[config.mk]
export PLATFORM = sky130hd
export DESIGN_NAME = chg_sequencer
export DESIGN_NICKNAME = d
export VERILOG_FILES = /design/src/chg_pkg.sv /design/src/chg_status_if.sv /design/src/chg_sequencer.sv /design/src/chg_status_encoder.sv
export SDC_FILE = /design/constraint.sdc
export NUM_CORES = 1
export LEC_CHECK = 0
export BUFFER_PORTS_ARGS = -buffer_cell sky130_fd_sc_hd__buf_2
export CORE_MARGIN = 1
export CORE_UTILIZATION = 30
export DETAILED_ROUTE_END_ITERATION = 8
export GPL_TIMING_DRIVEN = 1
export SLEW_MARGIN = 20
export SYNTH_ARGS = -nofsm -noshare
export SYNTH_HDL_FRONTEND = slang
export SYNTH_SLANG_ARGS = --single-unit
[constraint.sdc]
create_clock -name clk -period 5.1 [get_ports clk]
set_clock_uncertainty 0.2 [all_clocks]
set_input_delay 0.51 -clock clk [delete_from_list [all_inputs] [get_ports clk]]
set_output_delay 0.51 -clock clk [all_outputs]
set_load 0.01 [all_outputs]
[src/chg_pkg.sv]
// Shared constants and types for the charger sequencer and status encoder.
package chg_pkg;
    localparam int unsigned CLK_HZ = 50000000;
    localparam real SAFETY_HOURS = 4.0;
    localparam real BADCELL_HOURS = 0.5;
    localparam real RECHARGE_FILTER_MS = 1.3;
    localparam real PULSE_KHZ = 35.0;
    localparam real BLINK_THERM_HZ = 1.5;
    localparam real BLINK_BAD_HZ = 6.1;
    // Least times round up; periods round down.
    localparam longint SAFETY_CYCLES = longint'(SAFETY_HOURS * 3600.0 * CLK_HZ);
    localparam longint BADCELL_CYCLES = longint'(BADCELL_HOURS * 3600.0 * CLK_HZ);
    localparam int RECHARGE_FILTER_CYCLES = int'($ceil(RECHARGE_FILTER_MS * CLK_HZ / 1000.0));
    localparam int PULSE_PERIOD_CYCLES = int'($floor(CLK_HZ / (PULSE_KHZ * 1000.0)));
    localparam int BLINK_THERM_HALF_CYCLES = int'($floor(CLK_HZ / BLINK_THERM_HZ / 2.0));
    localparam int BLINK_BAD_HALF_CYCLES = int'($floor(CLK_HZ / BLINK_BAD_HZ / 2.0));
    // Duty cycles in sixteenths of the pulse period.
    localparam logic [4:0] DUTY_THERM_LOW = 5'h01;
    localparam logic [4:0] DUTY_THERM_HIGH = 5'h0F;
    localparam logic [4:0] DUTY_BAD_LOW = 5'h02;
    localparam logic [4:0] DUTY_BAD_HIGH = 5'h0E;
    localparam int DUTY_DEN = 16;

    typedef enum logic [2:0] {
        CHG_OFF = 3'h0,
        CHG_TRICKLE = 3'h1,
        CHG_CC = 3'h2,
        CHG_FLOAT = 3'h3,
        CHG_DONE = 3'h4,
        CHG_BADCELL = 3'h5
    } chg_state_e;

    typedef enum logic [1:0] {
        STS_CHARGING = 2'h0,
        STS_IDLE = 2'h1,
        STS_THERM = 2'h2,
        STS_BAD = 2'h3
    } chg_status_e;
endpackage

[src/chg_status_if.sv]
// Status request from the sequencer to the open-drain status encoder.
`timescale 1ns/1ns
interface chg_status_if;
    chg_pkg::chg_status_e status;
    logic pinLow;
    modport src (output status, input pinLow);
    modport enc (input status, output pinLow);
endinterface
[src/chg_sequencer.sv]
// Charger sequencer: lockout, trickle, constant current, float timer, recharge, status pin.
`timescale 1ns/1ns
module chg_sequencer #(
    parameter longint SAFETY_CYCLES = chg_pkg::SAFETY_CYCLES,
    parameter longint BADCELL_CYCLES = chg_pkg::BADCELL_CYCLES
) (
    input wire logic clk,
    input wire logic reset,
    input wire logic busAboveUpper,
    input wire logic busAboveLower,
    input wire logic busMarginHigh,
    input wire logic busMarginLow,
    input wire logic batBelowTrickle,
    input wire logic batAtFloat,
    input wire logic batBelowRecharge,
    input wire logic chargeBelowTenth,
    input wire logic inputCurrentLimit,
    input wire logic thermHot,
    input wire logic thermCold,
    input wire logic thermGrounded,
    input wire logic chargerDisable,
    output logic converterEnable,
    output logic chargeEnable,
    output logic trickleMode,
    output logic charge_status_pin_o,
    output logic charge_status_pin_oe,
    output logic [2:0] chargeState
);
    localparam int NS = 13;
    logic [NS-1:0] syncA;
    logic [NS-1:0] syncB;
    logic sAboveUpper, sAboveLower, sMarginHigh, sMarginLow, sBelowTrickle, sAtFloat;
    logic sBelowRecharge, sBelowTenth, sCurLimit, sHot, sCold, sGrounded, sDisable;
    logic busOk;
    logic busOkPrev;
    logic disablePrev;
    logic restart;
    logic thermFault;
    logic [41:0] safetyCount;
    logic [41:0] badCount;
    logic [16:0] filterCount;
    logic rechargeSeen;
    chg_pkg::chg_state_e state;
    chg_pkg::chg_state_e next_state;
    chg_pkg::chg_status_e next_status;
    chg_status_if stIf ();

    // Comparator outputs come from the analog domain, so two flops each.
    always_ff @(posedge clk) begin
        if (reset) begin
            syncA <= '0;
            syncB <= '0;
        end else begin
            syncA <= {busAboveUpper, busAboveLower, busMarginHigh, busMarginLow, batBelowTrickle,
                      batAtFloat, batBelowRecharge, chargeBelowTenth, inputCurrentLimit,
                      thermHot, thermCold, thermGrounded, chargerDisable};
            syncB <= syncA;
        end
    end
    assign {sAboveUpper, sAboveLower, sMarginHigh, sMarginLow, sBelowTrickle, sAtFloat,
            sBelowRecharge, sBelowTenth, sCurLimit, sHot, sCold, sGrounded, sDisable} = syncB;

    // Lockout with hysteresis held in a flop.
    always_ff @(posedge clk) begin
        if (reset) begin
            busOk <= 1'b0;
        end else if (!busOk && sAboveUpper && sMarginHigh) begin
            busOk <= 1'b1;
        end else if (busOk && (!sAboveLower || !sMarginLow)) begin
            busOk <= 1'b0;
        end
    end

    always_ff @(posedge clk) begin
        if (reset) begin
            busOkPrev <= 1'b0;
            disablePrev <= 1'b0;
        end else begin
            busOkPrev <= busOk;
            disablePrev <= sDisable;
        end
    end
    // A rising lockout or a falling disable starts a fresh cycle.
    assign restart = (busOk && !busOkPrev) || (busOk && disablePrev && !sDisable);
    assign thermFault = !sGrounded && (sHot || sCold);

    // Recharge filter: the level must hold for the whole filter time.
    always_ff @(posedge clk) begin
        if (reset || !sBelowRecharge) begin
            filterCount <= '0;
            rechargeSeen <= 1'b0;
        end else if (filterCount < 17'(chg_pkg::RECHARGE_FILTER_CYCLES)) begin
            filterCount <= filterCount + 1'b1;
            rechargeSeen <= 1'b0;
        end else begin
            // Parking the count past the limit keeps a long excursion from firing twice.
            rechargeSeen <= (filterCount == 17'(chg_pkg::RECHARGE_FILTER_CYCLES));
            if (filterCount == 17'(chg_pkg::RECHARGE_FILTER_CYCLES)) begin
                filterCount <= filterCount + 1'b1;
            end
        end
    end

    always_comb begin
        next_state = state;
        case (state)
            chg_pkg::CHG_OFF: begin
                if (restart) begin
                    next_state = sBelowTrickle ? chg_pkg::CHG_TRICKLE : chg_pkg::CHG_CC;
                end
            end
            chg_pkg::CHG_TRICKLE: begin
                if (badCount >= 42'(BADCELL_CYCLES)) begin
                    next_state = chg_pkg::CHG_BADCELL;
                end else if (!sBelowTrickle) begin
                    next_state = chg_pkg::CHG_CC;
                end
            end
            chg_pkg::CHG_CC: begin
                if (sAtFloat) begin
                    next_state = chg_pkg::CHG_FLOAT;
                end
            end
            chg_pkg::CHG_FLOAT: begin
                if (safetyCount >= 42'(SAFETY_CYCLES)) begin
                    next_state = chg_pkg::CHG_DONE;
                end
            end
            chg_pkg::CHG_DONE: begin
                if (rechargeSeen) begin
                    next_state = chg_pkg::CHG_CC;
                end
            end
            chg_pkg::CHG_BADCELL: next_state = chg_pkg::CHG_BADCELL;
            default: next_state = chg_pkg::CHG_OFF;
        endcase
        if (restart && state != chg_pkg::CHG_OFF) begin
            next_state = sBelowTrickle ? chg_pkg::CHG_TRICKLE : chg_pkg::CHG_CC;
        end
        if (!busOk || sDisable) begin
            next_state = chg_pkg::CHG_OFF;
        end
    end

    always_ff @(posedge clk) begin
        if (reset) begin
            state <= chg_pkg::CHG_OFF;
        end else begin
            state <= next_state;
        end
    end

    // Safety timer runs only in float; a thermistor fault freezes it.
    always_ff @(posedge clk) begin
        if (reset || restart || state != chg_pkg::CHG_FLOAT) begin
            safetyCount <= '0;
        end else if (rechargeSeen) begin
            safetyCount <= '0;
        end else if (!thermFault) begin
            safetyCount <= safetyCount + 1'b1;
        end
    end

    // Bad-cell timer counts trickle time; it pauses with charging.
    always_ff @(posedge clk) begin
        if (reset || state != chg_pkg::CHG_TRICKLE) begin
            badCount <= '0;
        end else if (!thermFault) begin
            badCount <= badCount + 1'b1;
        end
    end

    always_comb begin
        next_status = chg_pkg::STS_IDLE;
        if (state == chg_pkg::CHG_BADCELL) begin
            next_status = chg_pkg::STS_BAD;
        end else if (state == chg_pkg::CHG_OFF || state == chg_pkg::CHG_DONE) begin
            next_status = chg_pkg::STS_IDLE;
        end else if (thermFault) begin
            next_status = chg_pkg::STS_THERM;
        end else if (state == chg_pkg::CHG_FLOAT && sBelowTenth && !sCurLimit) begin
            next_status = chg_pkg::STS_IDLE;
        end else begin
            next_status = chg_pkg::STS_CHARGING;
        end
    end
    assign stIf.status = next_status;

    chg_status_encoder encoder (
        .clk(clk),
        .reset(reset),
        .st(stIf)
    );

    always_ff @(posedge clk) begin
        if (reset) begin
            converterEnable <= 1'b0;
            chargeEnable <= 1'b0;
            trickleMode <= 1'b0;
            charge_status_pin_oe <= 1'b0;
            charge_status_pin_o <= 1'b0;
            chargeState <= 3'h0;
        end else begin
            converterEnable <= busOk;
            chargeEnable <= (state == chg_pkg::CHG_TRICKLE || state == chg_pkg::CHG_CC ||
                             state == chg_pkg::CHG_FLOAT) && !thermFault;
            trickleMode <= (state == chg_pkg::CHG_TRICKLE);
            charge_status_pin_oe <= stIf.pinLow;
            charge_status_pin_o <= 1'b0;
            chargeState <= state;
        end
    end
endmodule // chg_sequencer

[src/chg_status_encoder.sv]
// Pulse-train encoder for the charge status pin.
`timescale 1ns/1ns
module chg_status_encoder (
    input wire logic clk,
    input wire logic reset,
    chg_status_if.enc st
);
    localparam int PW = $clog2(chg_pkg::PULSE_PERIOD_CYCLES);
    localparam int BW = $clog2(chg_pkg::BLINK_THERM_HALF_CYCLES + 1);
    logic [PW-1:0] phase;
    logic [BW-1:0] blinkCount;
    logic blinkHigh;
    logic [PW+4:0] threshold;
    logic [4:0] duty;
    logic [BW-1:0] halfLen;

    always_comb begin
        halfLen = (st.status == chg_pkg::STS_THERM) ? BW'(chg_pkg::BLINK_THERM_HALF_CYCLES - 1)
                                                    : BW'(chg_pkg::BLINK_BAD_HALF_CYCLES - 1);
        if (st.status == chg_pkg::STS_THERM) begin
            duty = blinkHigh ? chg_pkg::DUTY_THERM_HIGH : chg_pkg::DUTY_THERM_LOW;
        end else begin
            duty = blinkHigh ? chg_pkg::DUTY_BAD_HIGH : chg_pkg::DUTY_BAD_LOW;
        end
        threshold = (PW+5)'(duty) * (PW+5)'(chg_pkg::PULSE_PERIOD_CYCLES) / (PW+5)'(chg_pkg::DUTY_DEN);
    end

    // Fixed 35 kHz carrier.
    always_ff @(posedge clk) begin
        if (reset || phase == PW'(chg_pkg::PULSE_PERIOD_CYCLES - 1)) begin
            phase <= '0;
        end else begin
            phase <= phase + 1'b1;
        end
    end

    // Equal halves of the blink; restarts whenever a fault is not shown.
    always_ff @(posedge clk) begin
        if (reset || st.status == chg_pkg::STS_CHARGING || st.status == chg_pkg::STS_IDLE) begin
            blinkCount <= '0;
            blinkHigh <= 1'b0;
        end else if (blinkCount >= halfLen) begin
            blinkCount <= '0;
            blinkHigh <= ~blinkHigh;
        end else begin
            blinkCount <= blinkCount + 1'b1;
        end
    end

    always_comb begin
        case (st.status)
            chg_pkg::STS_CHARGING: st.pinLow = 1'b1;
            chg_pkg::STS_IDLE: st.pinLow = 1'b0;
            default: st.pinLow = ((PW+5)'(phase) < threshold);
        endcase
    end
endmodule // chg_status_encoder

# Yosys cells after proc, flatten, opt, wreduce, memory -nomap -nowiden
# Index checks and enable logic that the tools add are counted.
# word_totals
ramBits	0
input_bits	15
rom_bits	0
output_inout_bits	8
n_memories	0
latch_bits	0
elab_cells	111
reg_bits	176
# classes
n_reduce_logical	44
div	0
bitwise	1
n_eq_ne	16
magnitude_cmp	5
mux	22
shift	0
n_mul	1
add_sub_neg	5
# ops
op	count
$add 42x1->42 const B	2
$ge 42x37->1 const B	1
$ge 42x40->1 const B	1
$mux 17	2
$add 24x1->24 const B	1
$ge 24x24->1	1
$mux 24	1
$mux 3	7
$pmux 3 s6	1
$add 17x1->17 const B	1
$eq 17x16->1 const B	1
$lt 17x16->1 const B	1
$logic_or 1x1->1	14
$mul 5x9->14 const B	1
$lt 11x12->1	1
$ne 3x3->1 const B	4
$add 11x1->11 const B	1
$eq 11x11->1 const B	1
$logic_and 1x1->1	11
$logic_not 1->1	9
$mux 2	4
$mux 4	2
$reduce_or 2->1	4
$eq 3x2->1 const B	2
16 further kinds	20

# Depth between registers and ports, before layout
# logic_depth
word_depth	12
mapped_depth	13
mapped_depth_nobuf	12

# Modules after synthesis
# From an unflattened synthesis, not the netlist that was laid out.
# hier_totals
cells_unflattened	947
hier_area_um2	8426.8
# modules_own_cells
mod	area_each_um2	seq_area_each_um2	instances	cells_each
chg_sequencer	6227.2	2802.7	1	692
chg_status_encoder	2199.6	720.7	1	255

# Worst setup path after synthesis
# No wires, ideal clock.
# synth_timing
path_kind	register to register
start	reg state[1]
end	reg encoder.blinkCount[13]
arrival_time_ns	3.212
t_required_ns	4.772
synth_period_minus_slack_ns	3.540
n_path_buf	3
setup_ns	0.128
path_stages_with_launch	13
setup_slack_ns	1.560
path_cell_list	dfxtp_1 clkbuf_1 clkbuf_1 o21ai_0 inv_1 ha_1 nand4b_1 or4_1 a21oi_1 a211oi_1 o21bai_1 clkbuf_1 nor2_1
# synth_via
elab_chain_len	11
word_cells_on_any_way	19
classes_between	order compare: 1; eq/ne: 5; mux: 5; reduce/logical: 8
# synth_rtl
item	line_no	source
start: declaration	chg_sequencer.sv:43	chg_pkg::chg_state_e state;
start signal: assignment	chg_sequencer.sv:147	state <= chg_pkg::CHG_OFF;
start signal: assignment	chg_sequencer.sv:149	state <= next_state;
$eq 3x2->1	chg_sequencer.sv:181	end else if (state == chg_pkg::CHG_FLOAT && sBelowTenth && !sCurLimit) begin
$logic_and 1x1->1 (2 in a row)	chg_sequencer.sv:181	
$mux 1	chg_sequencer.sv:181	
$mux 2	chg_sequencer.sv:179	end else if (thermFault) begin
$mux 2	chg_sequencer.sv:177	end else if (state == chg_pkg::CHG_OFF || state == chg_pkg::CHG_DONE) begin
$mux 2 *	chg_sequencer.sv:175	if (state == chg_pkg::CHG_BADCELL) begin
$eq 2x2->1 / $logic_not 2->1 (equally long branches)	chg_status_encoder.sv:18, chg_status_encoder.sv:39	
$mux 24 / $logic_or 1x1->1 (equally long branches)	chg_status_encoder.sv:18, chg_status_encoder.sv:39	
$ge 24x24->1 / $logic_or 1x1->1 (equally long branches)	chg_status_encoder.sv:42, chg_status_encoder.sv:39	
$reduce_or 2->1 (no source line) *	n/a	
end signal: assignment	chg_status_encoder.sv:46	blinkCount <= blinkCount + 1'b1;
end: declaration	chg_status_encoder.sv:11	logic [BW-1:0] blinkCount;
# Mark *: on every way between the ends. The rest lies on a longest branch, timed or not.
# A chain may end at the register's enable or synchronous reset.

# Worst setup path in the final report
# layout_timing
start	reg state[2]
end	reg encoder.blinkCount[19]
# Same word-level chain as after synthesis.

==> run_results.csv <==
group,metric,value,unit
cells_and_area,nets,1002,
yosys,async_flop_share,0,%
clock_network,cts.repair.resized,0,
setup_path,r2r-start,"state[2]$_SDFFE_PP0P_",
clock_network,clkLatencyLatePin,0.43,ns
yosys,yosysSeqAreaShare,43.1,%
sta,hold_viol,0,
sta,clock.fmax,267,MHz
placed_design,dpl_cell_area,8560,um^2
power_and_ir_drop,powerDensity,296,nW/um^2
clock_network,cts_buffers,17,
setup_path,arrival,3.85,ns
sta,fin_crit,3.74,ns
grt,grt_pass1_wl,26500,um
setup_path,required,5.21,ns
cells_and_area,fin_area,9150,um^2
detailed_routing,wl_per_cell,11.8,um
yosys,synth_ff_type,"dfxtp_1",
clock_network,clkSlewWorstSetupHoldPaths,0.07,ns
grt,grt.busiest_layer,"met2",
sta,worstMarginPinSlew,0.886,ns
hold_path,hold_start,"thermCold",
setup_path,crit_type,"flop to flop",
grt,met1_usage,14.5,%
detailed_routing,antenna_left,0,
yosys,syn_area_per_cell,8.67,um^2
detailed_routing,remaining_drc_errors,0,
cells_and_area,insertedDiodeCount,0,
yosys,synth-edff-count,0,
flow_run,drv_cap,0,
floorplan,die_h,167,um
grt,grt-ovfl-total,0,
cells_and_area,fillers,2724,
sta,rsz0062_at_grt,"no",
yosys,synthTopCellsByArea,"dfxtp_1 43%, xor2_1 8.8%, nor2_1 7.4%",
setup_path,worstPathMaxFanout,24,
power_and_ir_drop,combPwrFrac,1.3,%
placed_design,dp.final_hpwl,10600,um
yosys,synth_commonest_cells,"176 x dfxtp_1, 162 x nor2_1, 82 x xor2_1, 61 x nand2_1, 54 x nand3_1",
clock_network,cts.htree.levels,4,
setup_path,cp-startpoint,"state[2]$_SDFFE_PP0P_",
yosys,ys_warn_count,0,
power_and_ir_drop,seq_power_share,51.3,%
power_and_ir_drop,internal_power,2.13,mW
placed_design,port-buffer-count,21,
floorplan,die_x,167,um
floorplan,dieArea,27900,um^2
cells_and_area,register_area,3520,um^2
placed_design,pre_cts_ws,1.36,ns
yosys,synth_cells,943,
clock_network,cts_hold_buf,0,
grt,met2_usage,18.8,%
clock_network,clock_sinks,176,
floorplan,coreArea,26800,um^2
yosys,synth.top_cell.area_share,43.1,%
clock_network,root_buffer,"clkbuf_16",
floorplan,start_util,30.5,%
setup_path,critPathLaunchType,"flop",
cells_and_area,multiInputGateArea,4380,um^2
power_and_ir_drop,swShare,21.5,%
grt,grt_pass1_vias,5698,
sta,finalWorstSetupSlack,1.36,ns
power_and_ir_drop,clkPwrFrac,47.4,%
sta,setup_violations,0,
detailed_routing,vias,6151,
setup_path,cp-end-kind,"flop",
grt,grt_use_total,11.5,%
power_and_ir_drop,switchingPower,0.584,mW
yosys,synth_cell_types,60,
cells_and_area,area_growth,12.0,%
detailed_routing,avgViaCountPerCell,4.71,
outcome,status,"finished, final reports clean",
clock_network,cts_setup_buffers,0,
power_and_ir_drop,power,2.71,mW
sta,fin_crit_sh,73.4,%
sta,relSlewSlack,40.3,%
power_and_ir_drop,p_leak,3.18,nW
yosys,ys_ff_latch,176,
yosys,syn_area,8170,um^2
yosys,synth_area_leader_cell,"dfxtp_1",
detailed_routing,drt_iter0_markers,221,
grt,use_met3,2.23,%
floorplan,num_rows,60,
sta,fin_tns_setup,0,ns
hold_path,hold_class,"input pin to flop",
grt,grt_max_degree,44,
floorplan,pin_count,23,
cells_and_area,drive_above_1_share,7.05,%
power_and_ir_drop,ir_drop,0.240,mV
sta,whs,0.0887,ns
clock_network,cts_tree,"built",
grt,antenna_found_initial,0,
detailed_routing,drtPass1Iterations,5,
detailed_routing,wirelength,15500,um
placed_design,gp_congestion,0.797,
sta,finalMaxSlewViolations,0,
yosys,synth.most_common_cell,"dfxtp_1",
yosys,syn-num-nets,993,
clock_network,clock_path_buffers,2,
## worst paths after layout
check	end	slack [ns]	cells past startpoint
hold / removal	syncA[2]$_SDFF_PP0_	0.09	2
setup reg to reg	encoder.blinkCount[19]$_SDFF_PP0_	1.36	11
setup / recovery	encoder.blinkCount[19]$_SDFF_PP0_	1.36	11
hold reg to reg	syncB[0]$_SDFF_PP0_	0.24	1
## worst max-delay path, stage by stage (launching register included)
cell	delay (ns)
dfxtp_1	0.53
nor2b_1	0.10
o21ai_0	0.71
inv_1	0.39
ha_1	0.42
nand4b_1	0.10
or4_1	0.40
a21oi_1	0.13
a211oi_1	0.11
o21bai_1	0.15
buf_4	0.29
nor2_1	0.08
## placed cells by master (no fill, tap or decap), types with 3 or more instances in the layout
master | Yosys | routed
buf_4 | 2 | 3
nor2_1 | 162 | 162
a21o_1 | 8 | 8
inv_1 | 31 | 31
nor3_1 | 30 | 29
xor2_1 | 82 | 82
o21ai_0 | 22 | 22
o21bai_1 | 3 | 3
nand4_1 | 29 | 29
nor4_1 | 11 | 11
nand3_1 | 54 | 54
dfxtp_1 | 176 | 176
xnor2_1 | 36 | 36
nor3_2 | 2 | 3
ha_1 | 35 | 35
buf_2 | 2 | 21
nand2_1 | 61 | 61
nand2b_1 | 7 | 7
clkinvlp_4 | 0 | 3
a21oi_1 | 25 | 25
o2111ai_1 | 8 | 8
inv_6 | 0 | 4
nand3b_1 | 3 | 3
nor2b_1 | 39 | 39
and2_1 | 4 | 4
or4_1 | 4 | 3
clkbuf_16 | 0 | 17
mux2i_1 | 4 | 4
clkinv_4 | 0 | 3
or3_1 | 12 | 12
clkinv_2 | 0 | 3
and4_1 | 10 | 10
and3_1 | 12 | 12
## metrics by stage
step | utilization [%] | instances
after floorplan | - | 943
after global placement | 32.0 | 1274
after detailed placement | 32.0 | 1274
after CTS | 34.1 | 1306
after global routing | 34.2 | 1306
final | 34.2 | 1306
## registers in the layout (all words and copies together) (netlist names), 3 cells and up
register,flops
state,3
safetyCount,42
badCount,42
chargeState,3
syncA,13
filterCount,17
encoder.phase,11
syncB,13
encoder.blinkCount,24
## power groups by stage
stage | logic (mW) | clock network, mW | registers [mW]
3_3_place_gp | 0.0357 | 0 | 1.42
5_1_grt | 0.0401 | 1.39 | 1.39
6_report | 0.0351 | 1.29 | 1.39
4_1_cts | 0.0359 | 1.32 | 1.39
3_5_place_dp | 0.0359 | 0 | 1.42
2_1_floorplan | 0.0257 | 0 | 1.42
## cells by family after synthesis
family                     Yosys count  share of synthesized area [%]
muxes                                4                          0.490
and+or+nand+nor                    454                           27.7
buffers and inverters               65                           3.41
DFF                                176                           43.1
AOI/OAI and AO/OA                   90                           7.21
xor gates and xnor gates           118                           12.6
adders and majority gates           35                           5.36
other                                1                         0.0459
## final cells by class
type                            instances  area share (%)
Timing Repair Buffer                   24            1.39
Sequential cell                       176            38.5
Clock inverter                         15            1.74
Inverter                               31            1.27
Tap cell                              341            4.66
Multi-Input combinational cell        702            47.8
Clock buffer                           17            4.65
## metal layers
layer | wire length (um) | vias up
met5 | 0 | -
met4 | 301 | 0
met3 | 296 | 20
met2 | 7090 | 60
met1 | 7790 | 2839
li1 | - | 3232
No activity file was read; power rests on OpenSTA's default activity.
